$ cat config.mk
export PLATFORM = sky130hd
export DESIGN_NAME = tmc_counter_ctrl
export DESIGN_NICKNAME = d
export VERILOG_FILES = /design/src/pkg/tmc_pkg.sv /design/src/hdl/tmc_counter_ctrl.sv /design/src/hdl/tmc_sync3.sv
export VERILOG_INCLUDE_DIRS = /design/src /design/src/pkg
export SDC_FILE = /design/constraint.sdc
export NUM_CORES = 1
export LEC_CHECK = 0
export ABC_AREA = 1
export BUFFER_PORTS_ARGS = -buffer_cell sky130_fd_sc_hd__buf_2
export CAP_MARGIN = 20
export CORE_MARGIN = 5
export CORE_UTILIZATION = 45
export DETAILED_ROUTE_END_ITERATION = 12
export GPL_ROUTABILITY_DRIVEN = 0
export HOLD_SLACK_MARGIN = 0.15
export PLACE_DENSITY = 0.72
export SYNTH_ARGS = -nofsm -noshare
export SYNTH_HDL_FRONTEND = slang
export SYNTH_SLANG_ARGS = --single-unit
export TNS_END_PERCENT = 5
$ cat constraint.sdc
create_clock -name clk_sys -period 1.6 [get_ports clk_sys]
set_clock_uncertainty 0.05 [all_clocks]
set_input_delay 0.08 -clock clk_sys [delete_from_list [all_inputs] [get_ports clk_sys]]
set_output_delay 0.08 -clock clk_sys [all_outputs]
set_load 0.01 [all_outputs]
$ cat src/pkg/tmc_params.svh
// constants for the counter control block: register map, field positions, reset values
// assumes an APB slave with 32-bit data and word-aligned registers
`ifndef TMC_PARAMS_SVH
`define TMC_PARAMS_SVH
`define TMC_ADDR_W 12
`define TMC_OFF_CTRL 12'h000
`define TMC_OFF_COUNT 12'h004
`define TMC_OFF_GATE 12'h008
`define TMC_CTRL_RESET 8'h00
`define TMC_CTRL_WMASK 8'hf5
`define TMC_SRC_HI 7
`define TMC_SRC_LO 6
`define TMC_PS_HI 5
`define TMC_PS_LO 4
`define TMC_SYNC_BIT 2
`define TMC_ON_BIT 0
`define TMC_CNT_W 16
`define TMC_CNT_RESET 16'h0000
`define TMC_COUNT_ONE 16'h0001
`define TMC_FOSC4_DIV 2'h3
`define TMC_PS_W 3
`endif

$ cat src/pkg/tmc_pkg.sv
// types for the counter control block
// assumes tmc_params.svh supplies the numeric constants
package tmc_pkg;
  typedef enum logic [1:0] {
    TMC_SRC_INSTR,
    TMC_SRC_SYS,
    TMC_SRC_PIN,
    TMC_SRC_LFOSC
  } tmc_src_type;
endpackage

$ cat src/hdl/tmc_counter_ctrl.sv
// counter control block: APB control register, source select, prescaler, count
// assumes one clock clk_sys at 125 MHz; external pin and slow oscillator are asynchronous
// Notes on behaviour
// (RL1) two-bit field picks four count sources
// (RL2) external pin counts on rising edges
// (RL3) prescaler divides by one, two, four, eight
// (RL4) sync bit clear synchronises async input
// (RL5) on bit runs counter; off clears gate
// (RL6) bits three and one read zero
// (RL7) enabled counter increments once per tick
//
// The APB register port and the address map were left to the implementer.
`timescale 1ns/1ps
`default_nettype none
`include "tmc_params.svh"
module tmc_counter_ctrl (
  input wire logic clk_sys,
  input wire logic nrst,
  input wire logic clk_en,
  input wire logic psel,
  input wire logic penable,
  input wire logic pwrite,
  input wire logic [`TMC_ADDR_W-1:0] paddr,
  input wire logic [31:0] pwdata,
  input wire logic [3:0] pstrb,
  output logic [31:0] prdata,
  output logic pready,
  output logic pslverr,
  input wire logic external_count_pin,
  input wire logic low_freq_internal_osc,
  input wire logic gate_set,
  output logic counter_running,
  output logic [`TMC_CNT_W-1:0] count_value,
  output logic gate_state
);
  logic [7:0] ctrlQ;
  logic [7:0] ctrlD;
  logic [`TMC_CNT_W-1:0] countQ;
  logic gateQ;
  logic [1:0] fosc4Q;
  logic [`TMC_PS_W-1:0] psQ;
  logic [31:0] rdataQ;
  logic readyQ;
  logic errQ;
  logic runQ;
  logic pinLevel;
  logic pinRise;
  logic oscLevel;
  logic oscRise;
  logic pinRawQ;
  logic oscRawQ;
  logic pinRawRise;
  logic oscRawRise;
  // bus decode
  wire access = psel && penable && !readyQ;
  wire selCtrl = paddr == `TMC_OFF_CTRL;
  wire selCount = paddr == `TMC_OFF_COUNT;
  wire selGate = paddr == `TMC_OFF_GATE;
  wire mapped = selCtrl || selCount || selGate;
  // writes land only on the completing edge, when pready is seen high with the request
  wire wrDone = psel && penable && readyQ && pwrite;
  wire ctrlWrite = wrDone && selCtrl && pstrb[0];
  wire cntWrite = wrDone && selCount;
  wire gateWrite = wrDone && selGate;
  // (RL6) reserved bits masked
  assign ctrlD = pwdata[7:0] & `TMC_CTRL_WMASK;
  // control fields
  wire [1:0] srcSel = ctrlQ[`TMC_SRC_HI:`TMC_SRC_LO];
  wire [1:0] psSel = ctrlQ[`TMC_PS_HI:`TMC_PS_LO];
  wire syncBypass = ctrlQ[`TMC_SYNC_BIT];
  wire counterOn = ctrlQ[`TMC_ON_BIT];
  // (RL2) pin rising edge
  tmc_sync3 pinSync (
    .clk_sys(clk_sys),
    .nrst(nrst),
    .ce(clk_en),
    .d(external_count_pin),
    .level(pinLevel),
    .rise(pinRise)
  );
  tmc_sync3 oscSync (
    .clk_sys(clk_sys),
    .nrst(nrst),
    .ce(clk_en),
    .d(low_freq_internal_osc),
    .level(oscLevel),
    .rise(oscRise)
  );
  // unsynchronised edge detect: latency traded for metastability exposure
  always_ff @(posedge clk_sys or negedge nrst) begin
    if (!nrst) begin
      pinRawQ <= 1'b0;
      oscRawQ <= 1'b0;
    end else if (clk_en) begin
      pinRawQ <= external_count_pin;
      oscRawQ <= low_freq_internal_osc;
    end
  end
  assign pinRawRise = external_count_pin && !pinRawQ;
  assign oscRawRise = low_freq_internal_osc && !oscRawQ;
  // (RL4) choose synchronised or bypass edges
  wire pinTick = syncBypass ? pinRawRise : pinRise;
  wire oscTick = syncBypass ? oscRawRise : oscRise;
  // (RL1) source selection
  wire srcTick = (srcSel == tmc_pkg::TMC_SRC_INSTR) ? (fosc4Q == `TMC_FOSC4_DIV) :
                 (srcSel == tmc_pkg::TMC_SRC_SYS) ? 1'b1 :
                 (srcSel == tmc_pkg::TMC_SRC_PIN) ? pinTick : oscTick;
  // (RL3) prescale terminal count
  wire [`TMC_PS_W-1:0] psMask = (psSel == 2'h0) ? 3'h0 : (psSel == 2'h1) ? 3'h1 :
                                (psSel == 2'h2) ? 3'h3 : 3'h7;
  wire psTick = srcTick && ((psQ & psMask) == psMask);
  // instruction clock divider runs freely
  always_ff @(posedge clk_sys or negedge nrst) begin
    if (!nrst) begin
      fosc4Q <= 2'h0;
    end else if (clk_en) begin
      fosc4Q <= fosc4Q + 2'h1;
    end
  end
  // (RL3) prescaler counts source ticks, held clear while off
  always_ff @(posedge clk_sys or negedge nrst) begin
    if (!nrst) begin
      psQ <= 3'h0;
    end else if (clk_en) begin
      if (!counterOn || ctrlWrite) begin
        psQ <= 3'h0;
      end else if (srcTick) begin
        psQ <= psTick ? 3'h0 : psQ + 3'h1;
      end
    end
  end
  // (RL7) count one per prescaler tick
  always_ff @(posedge clk_sys or negedge nrst) begin
    if (!nrst) begin
      countQ <= `TMC_CNT_RESET;
    end else if (clk_en) begin
      if (cntWrite) begin
        countQ <= pwdata[`TMC_CNT_W-1:0];
      end else if (counterOn && psTick) begin
        countQ <= countQ + `TMC_COUNT_ONE;
      end
    end
  end
  // (RL5) off clears gate; set wins over software clear
  always_ff @(posedge clk_sys or negedge nrst) begin
    if (!nrst) begin
      gateQ <= 1'b0;
    end else if (clk_en) begin
      if (!counterOn) begin
        gateQ <= 1'b0;
      end else if (gate_set) begin
        gateQ <= 1'b1;
      end else if (gateWrite) begin
        gateQ <= pwdata[0];
      end
    end
  end
  // control register and APB answer, one wait state per access
  always_ff @(posedge clk_sys or negedge nrst) begin
    if (!nrst) begin
      ctrlQ <= `TMC_CTRL_RESET;
      rdataQ <= 32'h0000_0000;
      readyQ <= 1'b0;
      errQ <= 1'b0;
      runQ <= 1'b0;
    end else if (clk_en) begin
      readyQ <= access;
      errQ <= access && !mapped;
      runQ <= counterOn;
      if (ctrlWrite) begin
        ctrlQ <= ctrlD;
      end
      if (access && !pwrite) begin
        rdataQ <= selCtrl ? {24'h00_0000, ctrlQ} :
                  selCount ? {16'h0000, countQ} :
                  selGate ? {31'h0000_0000, gateQ} : 32'h0000_0000;
      end
    end
  end
  assign prdata = rdataQ;
  assign pready = readyQ;
  assign pslverr = errQ;
  assign counter_running = runQ;
  assign count_value = countQ;
  assign gate_state = gateQ;
  // checks
  // (RL6) reserved bits zero
  chk_reserved_zero: assert property (@(posedge clk_sys) disable iff (!nrst) // (RL6)
    (ctrlQ & ~`TMC_CTRL_WMASK) == 8'h00)
    else $error("reserved control bits not zero");
  // (RL5) off clears gate
  chk_off_gate_clear: assert property (@(posedge clk_sys) disable iff (!nrst) // (RL5)
    (clk_en && !counterOn) |=> !gateQ)
    else $error("gate not cleared while off");
  // (RL5) off stops count
  chk_off_no_count: assert property (@(posedge clk_sys) disable iff (!nrst) // (RL5)
    (clk_en && !counterOn && !cntWrite) |=> $stable(countQ))
    else $error("count moved while off");
  // (RL7) one step per tick
  chk_count_step: assert property (@(posedge clk_sys) disable iff (!nrst) // (RL7)
    (clk_en && counterOn && psTick && !cntWrite)
    |=> countQ == $past(countQ) + `TMC_COUNT_ONE)
    else $error("count did not step by one");
  // (RL3) divide by eight
  chk_sys_div8: assert property (@(posedge clk_sys) disable iff (!nrst) // (RL3)
    (clk_en && counterOn && srcSel == tmc_pkg::TMC_SRC_SYS && psSel == 2'h3 && psTick)
    |=> !psTick [*7])
    else $error("divide by eight ticks too soon");
  // (RL1) quarter-rate instruction clock; a frozen cycle only lengthens the gap
  chk_instr_rate: assert property (@(posedge clk_sys) disable iff (!nrst) // (RL1)
    (clk_en && fosc4Q == `TMC_FOSC4_DIV) |=> (fosc4Q != `TMC_FOSC4_DIV) [*3])
    else $error("instruction clock faster than quarter rate");
  // (RL2) bypass counts only on pin rise
  chk_pin_rising: assert property (@(posedge clk_sys) disable iff (!nrst) // (RL2)
    (clk_en && counterOn && srcSel == tmc_pkg::TMC_SRC_PIN && syncBypass && !cntWrite)
    |=> (countQ == $past(countQ)) || $rose(pinRawQ))
    else $error("pin count without rising edge");
  // (RL4) synchronised pin counts follow the filtered level
  chk_sync_path: assert property (@(posedge clk_sys) disable iff (!nrst) // (RL4)
    (clk_en && counterOn && srcSel == tmc_pkg::TMC_SRC_PIN && !syncBypass && !cntWrite)
    |=> (countQ == $past(countQ)) || $rose(pinLevel))
    else $error("pin count bypassed the synchroniser");
  // (RL4) synchronised oscillator counts follow the filtered level
  chk_osc_sync_path: assert property (@(posedge clk_sys) disable iff (!nrst) // (RL4)
    (clk_en && counterOn && srcSel == tmc_pkg::TMC_SRC_LFOSC && !syncBypass && !cntWrite)
    |=> (countQ == $past(countQ)) || $rose(oscLevel))
    else $error("oscillator count bypassed the synchroniser");
  chk_ready_pulse: assert property (@(posedge clk_sys) disable iff (!nrst)
    (clk_en && access) |=> pready ##1 !pready)
    else $error("apb ready not a single pulse");
endmodule // tmc_counter_ctrl
`default_nettype wire

$ cat src/hdl/tmc_sync3.sv
// three-stage input synchroniser with agreement filter and rising-edge pulse
// assumes d is asynchronous to clk_sys
`timescale 1ns/1ps
`default_nettype none
module tmc_sync3 (
  input wire logic clk_sys,
  input wire logic nrst,
  input wire logic ce,
  input wire logic d,
  output logic level,
  output logic rise
);
  logic s1_q;
  logic s2_q;
  logic s3_q;
  logic lvl_q;
  // stage one only feeds stage two; the level moves once stages two and three agree
  always_ff @(posedge clk_sys or negedge nrst) begin
    if (!nrst) begin
      s1_q <= 1'b0;
      s2_q <= 1'b0;
      s3_q <= 1'b0;
      lvl_q <= 1'b0;
    end else if (ce) begin
      s1_q <= d;
      s2_q <= s1_q;
      s3_q <= s2_q;
      if (s2_q == s3_q) begin
        lvl_q <= s3_q;
      end
    end
  end
  assign level = lvl_q;
  assign rise = ce && (s2_q == s3_q) && s3_q && !lvl_q;
endmodule // tmc_sync3
`default_nettype wire

Yosys cells after proc, flatten, opt, wreduce, memory -nomap -nowiden --
Index checks and enable logic that the tools add are counted.
Cells by class: $add $sub $neg 3, bitwise gates (word level) 1, reductions and logical operators 43, mux-type cells 19, equality and inequality tests 11
Operators with widths (count):
- $mux 16 | 4
- $logic_and 1x1->1 | 20
- $mux 3 | 6
- $add 16x1->16 const B | 1
- $reduce_and 2->1 | 7
- $eq 12x3->1 const B | 1
- $eq 12x4->1 const B | 1
- $logic_not 12->1 | 1
- $mux 1 | 9
- $logic_not 1->1 | 8
- $eq 2x2->1 const B | 3
- $eq 2x1->1 const B | 2
- $logic_not 2->1 | 2
- $reduce_bool 2->1 | 2
- $add 3x1->3 const B | 1
- $and 3x3->3 | 1
- $eq 3x3->1 | 1
- $logic_or 1x1->1 | 3
- $ne 3x2->1 const B | 1
- $add 2x1->2 const B | 1
- $eq 1x1->1 | 2
Storage, ports and cells: bits of input ports 57, register bits 71, output and inout bits 52

Logic depth before layout (Yosys ltp) --
Gate-level depths: netlist (run 1).
depth after elaboration 12, gate-level depth with buffers 11

Cells and area by module --
From an unflattened synthesis (run 1), not the netlist that was laid out.
Unflattened totals: cells, all modules 443, area total of the unflattened synthesis 3308.2 um^2
By module, submodules not included:
- tmc_counter_ctrl | sequential area each 1226.2 um^2, instances 1, cells an instance 407, area each 2977.9 um^2
- tmc_sync3 | sequential area each 100.1 um^2, instances 2, cells an instance 18, area each 165.2 um^2

Worst setup path after synthesis (run 1) --
Ideal clock, no wire load.
path kind register -> register, start register countQ[1], in the netlist count_value[1], end register countQ[10], in the netlist count_value[10], required time 1.433 ns, path slack 0.102 ns, arrival time 1.332 ns, path buffers 0, library setup time 0.117 ns, stages on the path, launching flop included 9, path through dfrtp_1 ha_1 nand3_1 nor3_1 nand3_1 nand3_1 nand2_1 nand2_1 nand2_1
On the way: longest elaborated chain between the ends 3
Ends and longest elaborated chain:
- start, declared | line tmc_counter_ctrl.sv:38 | logic [`TMC_CNT_W-1:0] countQ;
- start signal, assigned | line tmc_counter_ctrl.sv:135 | countQ <= `TMC_CNT_RESET;
- start signal, assigned | line tmc_counter_ctrl.sv:138 | countQ <= pwdata[`TMC_CNT_W-1:0];
- start signal, assigned | line tmc_counter_ctrl.sv:140 | countQ <= countQ + `TMC_COUNT_ONE;
- $add 16x1->16 (no line)
- $mux 16 | line tmc_counter_ctrl.sv:139 | end else if (counterOn && psTick) begin
- $mux 16 | line tmc_counter_ctrl.sv:137 | if (cntWrite) begin
No other way between the ends. The select of a mux whose other input is x is not followed. A chain may end at the register's enable or synchronous reset.

Worst setup path in the final report (run 1) --
start register ctrlQ[2], end register countQ[12], in the netlist count_value[12]
On the way: longest elaborated chain between the ends 8, elaborated cells on any way between the ends 9, classes of those cells mux (5); reduce/logical (4)
Ends and longest elaborated chain:
- start, declared | line tmc_counter_ctrl.sv:36 | logic [7:0] ctrlQ;
- start signal, assigned | line tmc_counter_ctrl.sv:161 | ctrlQ <= `TMC_CTRL_RESET;
- start signal, assigned | line tmc_counter_ctrl.sv:171 | ctrlQ <= ctrlD;
- $mux 1 (on tied branches) | line tmc_counter_ctrl.sv:103, tmc_counter_ctrl.sv:102
- $mux 1 (*) | line tmc_counter_ctrl.sv:107 | (srcSel == tmc_pkg::TMC_SRC_PIN) ? pinTick : oscTick;
- $mux 1 (*) | line tmc_counter_ctrl.sv:106 | (srcSel == tmc_pkg::TMC_SRC_SYS) ? 1'b1 :
- $mux 1 (*) | line tmc_counter_ctrl.sv:105 | wire srcTick = (srcSel == tmc_pkg::TMC_SRC_INSTR) ? (fosc4Q == `TMC_FOSC4_DIV) :
- $logic_and 1x1->1 (*) | line tmc_counter_ctrl.sv:111 | wire psTick = srcTick && ((psQ & psMask) == psMask);
- $logic_and 1x1->1 (*) | line tmc_counter_ctrl.sv:139
- $reduce_bool 2->1 (no line) (*)
- $reduce_and 2->1 (no line) (*)
Every way passes the cells marked *; elsewhere a longest branch is shown, timed or not.

==> reports/metrics.cfg, run 1 <==
[outcome]
status=completed

[global_routing]
grt_pass1_vias=3350
gr-total-overflow=0
grt_start_max_net_pins=25
grt.total_usage=0.205
antenna_found_initial=0
grt_pass1_wl_um=14900

[setup_path]
required_ps=1770
critPathSlowestCell=dfrtp_2
slowest_delay_ps=440
crit_start=ctrlQ[2]
cp_top_family=simple AND/OR/NAND/NOR gates
critPathLaunchType=flop
crit_top_cell=nand2_1
crit_buf_inv=2
path_max_fanout=8
r2r_start=ctrlQ[2]
arrival_ps=1740
critPathKind=reg -> reg
crit_chain=buf_4 > nor2_2 > nand2_1 > nand4_2 > nand4_4 > buf_6 > nand3_1 > nand2_1
cp-end-kind=flop

[synth]
synth.distinct_cells=36
synthesis.area_um2=3330
synth-adder-area-share=0.0113
synth_compound_area_frac=0.0948
synth_area_leader_cell=dfrtp_1
muxShareOfSynthArea=0
synth.yosys.seq_area_share=0.414
synthTopCellsByArea=dfrtp_1, nand2_1, nand3_1, inv_1, buf_4
synth_top_cell_area_share=0.414
synthCells=444
synth_xor_area_frac=0.0237
yosys_warnings=0
synth-simple-area-share=0.341
synth_top_family_by_area=simple AND/OR/NAND/NOR gates
ys_seq_elements=55
post_synth.cell_area_avg_um2=7.49

[layout]
finish.utilization=0.626
final_cell_mix=nand2_1, buf_2, dfrtp_1
layout-drive-gt1-share=0.287
nets=637
layout_commonest_cell=nand2_1
antenna_cells=0
area_delta_synth_final_pct=35.7

[place]
post-dp-hpwl_um=6740
numPortBuffers=73

[power]
cellPowerDensity_nw_per_um2=658
ir_drop_uv=431
seqPwrFrac=0.513
p_leak_nw=2.36
comb_power_share=0.157
p_switching_mw=0.781
intPower_mw=2.19
swShare=0.263
power_mw=2.97
p_clk_frac=0.330

[floorplanning]
io_pins=109
die_w_um=96.0
fp.dieH_um=96.0
start_util=0.461
core_um2=7210
fp-row-count=31
die_area_um2=9210

[sta]
fin_hold_ws_ps=187
min_period_over_period=0.978
fin_crit_ps=1560
hold_violations=0
drv_slew=0
rsz0062_at_grt=yes
finalSetupViolations=0
max_freq_mhz=639

[clocking]
cts_tree=done
root_buffer=clkbuf_8
clk_latency_ps=320
cts.clk_slew.worst_paths_ps=110
cts_buffers=5
cts_sinks=55
ctsHtreeMaxLevel=2
cts_buffer_depth=2

[detailed_routing]
ant_nets=0
drc=0
first_pass_iters=5
wl_per_cell_um=13.6
drt-initial-drc-count=240
vias_per_cell=5.04
vias=3411
wirelength_um=9180

[hold_path]
min-delay-start=paddr[2]
hp-class=in -> reg

[flow_run]
max-cap-violations=0

[layer usage]
| metal | up-vias | global-route usage | part of all wire | wire [µm] |
|---|---|---|---|---|
| li1 | 1650 | - | - | - |
| met4 | 0 | 0.0782 | 0.024 | 216 |
| met3 | 22 | 0.0274 | 0.078 | 715 |
| met5 | - | 0 | 0 | 0 |
| met2 | 146 | 0.334 | 0.47 | 4350 |
| met1 | 1593 | 0.276 | 0.42 | 3900 |
[stage by stage]
step           setup TNS, ps  setup slack, ps  std cells  cell area [µm²]
2_1_floorplan              0              102        459             3380
3_3_place_gp               0             30.1        633             3920
3_5_place_dp           -2.64            -2.64        633             3920
4_1_cts                    0             14.4        671             4350
5_1_grt                 -341            -44.0        677             4510
6_report                   0             35.2        677             4510
[area by class of cell]
type	count	area, µm²
inverters	50	190
well taps	99	124
clock inverters	2	35.0
multi-input cells	327	1740
fillers	656	2700
clock buffers	6	82.6
repair buffers	138	965
flip-flops and latches	55	1380
[final timing paths]
path | end | slack (ps) | depth (start not counted)
max | count_value[12] | 40 | 8
min | gate_state | 190 | 6
max reg2reg | count_value[12] | 40 | 8
min reg2reg | fosc4Q[0] | 430 | 1
max in group asynchronous | count_value[5] | 280 | 3
min in group asynchronous | pslverr | 270 | 3
[worst register-to-register path, stage by stage (launching register included)]
cell	delay, ps
dfrtp_2	440
buf_4	150
nor2_2	90
nand2_1	70
nand4_2	110
nand4_4	220
buf_6	220
nand3_1	70
nand2_1	60
[Yosys cell counts]
master,instances
nand2_4,2
buf_6,3
o21ai_1,1
o31ai_1,7
buf_2,4
inv_2,2
nand4_4,1
nor2_8,1
xor2_1,8
nor2_4,2
nand2_1,150
nand2_2,3
o21ai_2,6
nor2_1,27
a2bb2oi_1,1
inv_1,48
nor3_1,4
clkbuf_1,3
buf_4,17
nand3b_1,1
nor2_2,4
a21oi_1,8
o21a_1,3
nand4_1,7
o22ai_1,1
conb_1,1
or2_2,1
nand4_2,1
nand3_1,39
dfrtp_1,55
o211ai_1,1
o21ai_0,24
xnor2_1,1
nand3_2,2
nand3_4,2
ha_1,3
[flip-flops by register name, indices dropped and copies added (netlist names), 2 cells and up]
| register | flops |
|---|---|
| ctrlQ | 6 |
| fosc4Q | 2 |
| count_value | 16 |
| psQ | 3 |
| prdata | 16 |
[power by group through the flow]
stage                     clock network, mW  logic [mW]  registers, mW
final                                 0.981       0.466           1.52
after global routing                   1.04       0.526           1.54
after CTS                             0.992       0.445           1.52
after detailed placement                  0       0.385           1.55
after global placement                    0       0.373           1.55
after floorplan                           0       0.232           1.56
[kinds of logic (layout without fill, tap and decap cells)]
family | count (synthesis) | count (layout)
AOI/OAI and AO/OA | 52 | 52
and+or+nand+nor | 247 | 247
xor gates and xnor gates | 9 | 9
adders and majority gates | 3 | 3
DFF | 55 | 55
buffers and inverters | 77 | 196
other | 1 | 16
[what timing repair did]
| action | in CTS | in global routing |
|---|---|---|
| setup endpoints to repair | 6 | 30 |
| hold buffers | 30 | 0 |
| gates resized for setup | 3 | 32 |
| pin swaps | 0 | 0 |
| buffers inserted | 0 | 6 |
| hold endpoints to repair | 86 | 0 |
Power figures use the tool's default switching activity.
==> run 2, diff against run 1 <==
--- a/config.mk
+++ b/config.mk
@@ -11,10 +11,12 @@
 export CAP_MARGIN = 20
 export CORE_MARGIN = 5
 export CORE_UTILIZATION = 45
+export CTS_BUF_LIST = sky130_fd_sc_hd__clkbuf_2 sky130_fd_sc_hd__clkbuf_4 sky130_fd_sc_hd__clkbuf_8
 export DETAILED_ROUTE_END_ITERATION = 12
 export GPL_ROUTABILITY_DRIVEN = 0
 export HOLD_SLACK_MARGIN = 0.15
 export PLACE_DENSITY = 0.72
+export SETUP_SLACK_MARGIN = 0.1
 export SYNTH_ARGS = -nofsm -noshare
 export SYNTH_HDL_FRONTEND = slang
 export SYNTH_SLANG_ARGS = --single-unit
==> run 2 against run 1 <==
Compared with the run above: hold slack improved by 12 ps; worst setup slack gained 1.7 ps; non-clock buffer count up 5; critical path type unchanged; largest cell class unchanged; largest power group unchanged.
==> reports/metrics.cfg, run 2 (same netlist as run 1, synthesis figures left out) <==
[setup_path]
slowest_delay_ps=450  ; was 440 ps
crit_cells=9  ; was 8
crit_top_cell=nand2_1  ; unchanged
required_ps=1770  ; about the same
critPathSlowestCell=dfrtp_2  ; unchanged
critPathKind=reg -> reg  ; unchanged
cp-end-kind=flop  ; unchanged
arrival_ps=1740  ; about the same
r2r_setup_slack_ps=40  ; about the same
crit_buf_inv=1  ; was 2
r2r_cells=9  ; was 8
critPathLaunchType=flop  ; unchanged
path_max_fanout=8  ; unchanged
r2r-end=count_value[12]  ; unchanged
crit_chain=nor2_1 > nand2_1 > nand2_1 > nand2_1 > nand2_2 > nand4_4 > buf_6 > nand3_1 > nand2_1  ; was buf_4 > nor2_2 > nand2_1 > nand4_2 > nand4_4 > buf_6 > nand3_1 > nand2_1
crit_start=ctrlQ[2]  ; unchanged
cp_top_family=simple AND/OR/NAND/NOR gates  ; unchanged
crit_path_end=count_value[12]  ; unchanged
r2r_start=ctrlQ[2]  ; unchanged

[clocking]
root_buffer=clkbuf_8  ; unchanged
cts_buffers=5  ; unchanged
cts_buffer_depth=2  ; unchanged
cts_sinks=55  ; unchanged
ctsHtreeMaxLevel=2  ; unchanged
clk_latency_ps=320  ; about the same
cts_tree=done  ; unchanged
cts.clk_slew.worst_paths_ps=110  ; about the same

[detailed_routing]
wl_per_cell_um=14.5  ; was 13.6 µm
wirelength_um=9860  ; was 9180 µm
first_pass_iters=5  ; unchanged
drt-initial-drc-count=276  ; was 240
ant_nets=0  ; unchanged
vias=3512  ; was 3,411
drc=0  ; unchanged
vias_per_cell=5.15  ; was 5.04

[layout]
final_area_um2=4650  ; was 4510 µm²
nets=642  ; was 637
layout-drive-gt1-share=0.317  ; was 0.287
area_delta_synth_final_pct=39.7  ; was 35.7%
final_cell_mix=nand2_1, buf_2, dfrtp_1  ; unchanged
layout_commonest_cell=nand2_1  ; unchanged
antenna_cells=0  ; unchanged
instances_no_fill=682  ; was 677

[sta]
tns_ps=0  ; unchanged
rsz0062_at_grt=yes  ; unchanged
hold_violations=0  ; unchanged
fin_crit_ps=1560  ; about the same
max_freq_mhz=640  ; was 639 MHz
min_period_over_period=0.977  ; was 0.978
drv_slew=0  ; unchanged
worst_slack_ps=36.8  ; was 35.2 ps
finalSetupViolations=0  ; unchanged

[floorplanning]
fp.dieH_um=96.0  ; unchanged
fp-row-count=31  ; unchanged
start_util=0.461  ; unchanged
core_um2=7210  ; unchanged
die_area_um2=9210  ; unchanged
io_pins=109  ; unchanged
die_w_um=96.0  ; unchanged

[place]
numPortBuffers=73  ; unchanged
placed_cell_area_um2=3920  ; unchanged
dp.cells=633  ; unchanged
post-dp-hpwl_um=6740  ; unchanged
pre_cts_slack_ps=-2.64  ; unchanged

[global_routing]
grt_pass1_vias=3413  ; was 3,350
grt_busiest_layer=met2  ; unchanged
grt_pass1_wl_um=15100  ; was 14,900 µm
grt.total_usage=0.207  ; was 0.205
antenna_found_initial=0  ; unchanged
grt_util_met3=0.0266  ; was 0.0274
gr-total-overflow=0  ; unchanged
grt_use_met2=0.343  ; was 0.334
grt_start_max_net_pins=25  ; unchanged
met1_usage=0.275  ; was 0.276

[power]
cellPowerDensity_nw_per_um2=649  ; was 658 nW/µm²
p_leak_nw=2.42  ; was 2.36 nW
ir_drop_uv=518  ; was 431 µV

[hold_path]
hp-class=in -> reg  ; unchanged

[outcome]
status=completed  ; unchanged

[flow_run]
max-cap-violations=0  ; unchanged

run 2: worst min-delay path by stage:
stage | start | endpoint | slack, ps | depth (start not counted)
finish | clk_en | oscSync.level | 200 | 4
global route | clk_en | pinSync.level | 210 | 4
CTS | clk_en | pinSync.level | 190 | 4
detailed placement | nrst | pready | -60 | 1
global placement | nrst | pready | -60 | 1
floorplan | nrst | count_value[0] | -270 | 0
run 2: where the power goes:
| group | switching [mW] | internal [mW] |
|---|---|---|
| registers | 0.0499 | 1.47 |
| clock network | 0.484 | 0.508 |
| logic | 0.282 | 0.217 |
| total | 0.816 | 2.20 |
run 2: worst reg2reg max path, delay by kind of cell (launching register included):
family | cells | cell delay [ps]
AND/OR/NAND/NOR | 8 | 770
flip-flops | 1 | 450
buffers and inverters | 1 | 210
run 2: final cells by class:
type,count,area [µm²]
Clock inverter,2,35.0
Multi-Input combinational cell,327,1810
Sequential cell,55,1380
Inverter,50,190
Clock buffer,6,82.6
Timing Repair Buffer,143,1020
Fill cell,630,2570
Tap cell,99,124
run 2: timing repair:
action / in CTS / in global routing
endpoints found under the hold margin: 86 / 5
hold buffers: 30 / 1
cloned: 0 / 0
pin swaps: 0 / 8
resized for setup: 9 / 52
setup buffers: 2 / 8
endpoints found under the setup margin: 20 / 38
run 2: stage by stage:
stage | util | total power [mW] | hold slack [ps]
3_3_place_gp | 0.544 | 1.92 | -59.7
3_5_place_dp | 0.544 | 1.94 | -57.0
6_report | 0.644 | 3.02 | 199
2_1_floorplan | - | 1.79 | -266
4_1_cts | 0.608 | 2.96 | 187
5_1_grt | 0.644 | 3.14 | 207
run 2: routing by layer:
| layer | vias up | routed length (µm) |
|---|---|---|
| met3 | 29 | 784 |
| met5 | - | 0 |
| li1 | 1668 | - |
| met2 | 168 | 4780 |
| met4 | 0 | 274 |
| met1 | 1647 | 4020 |
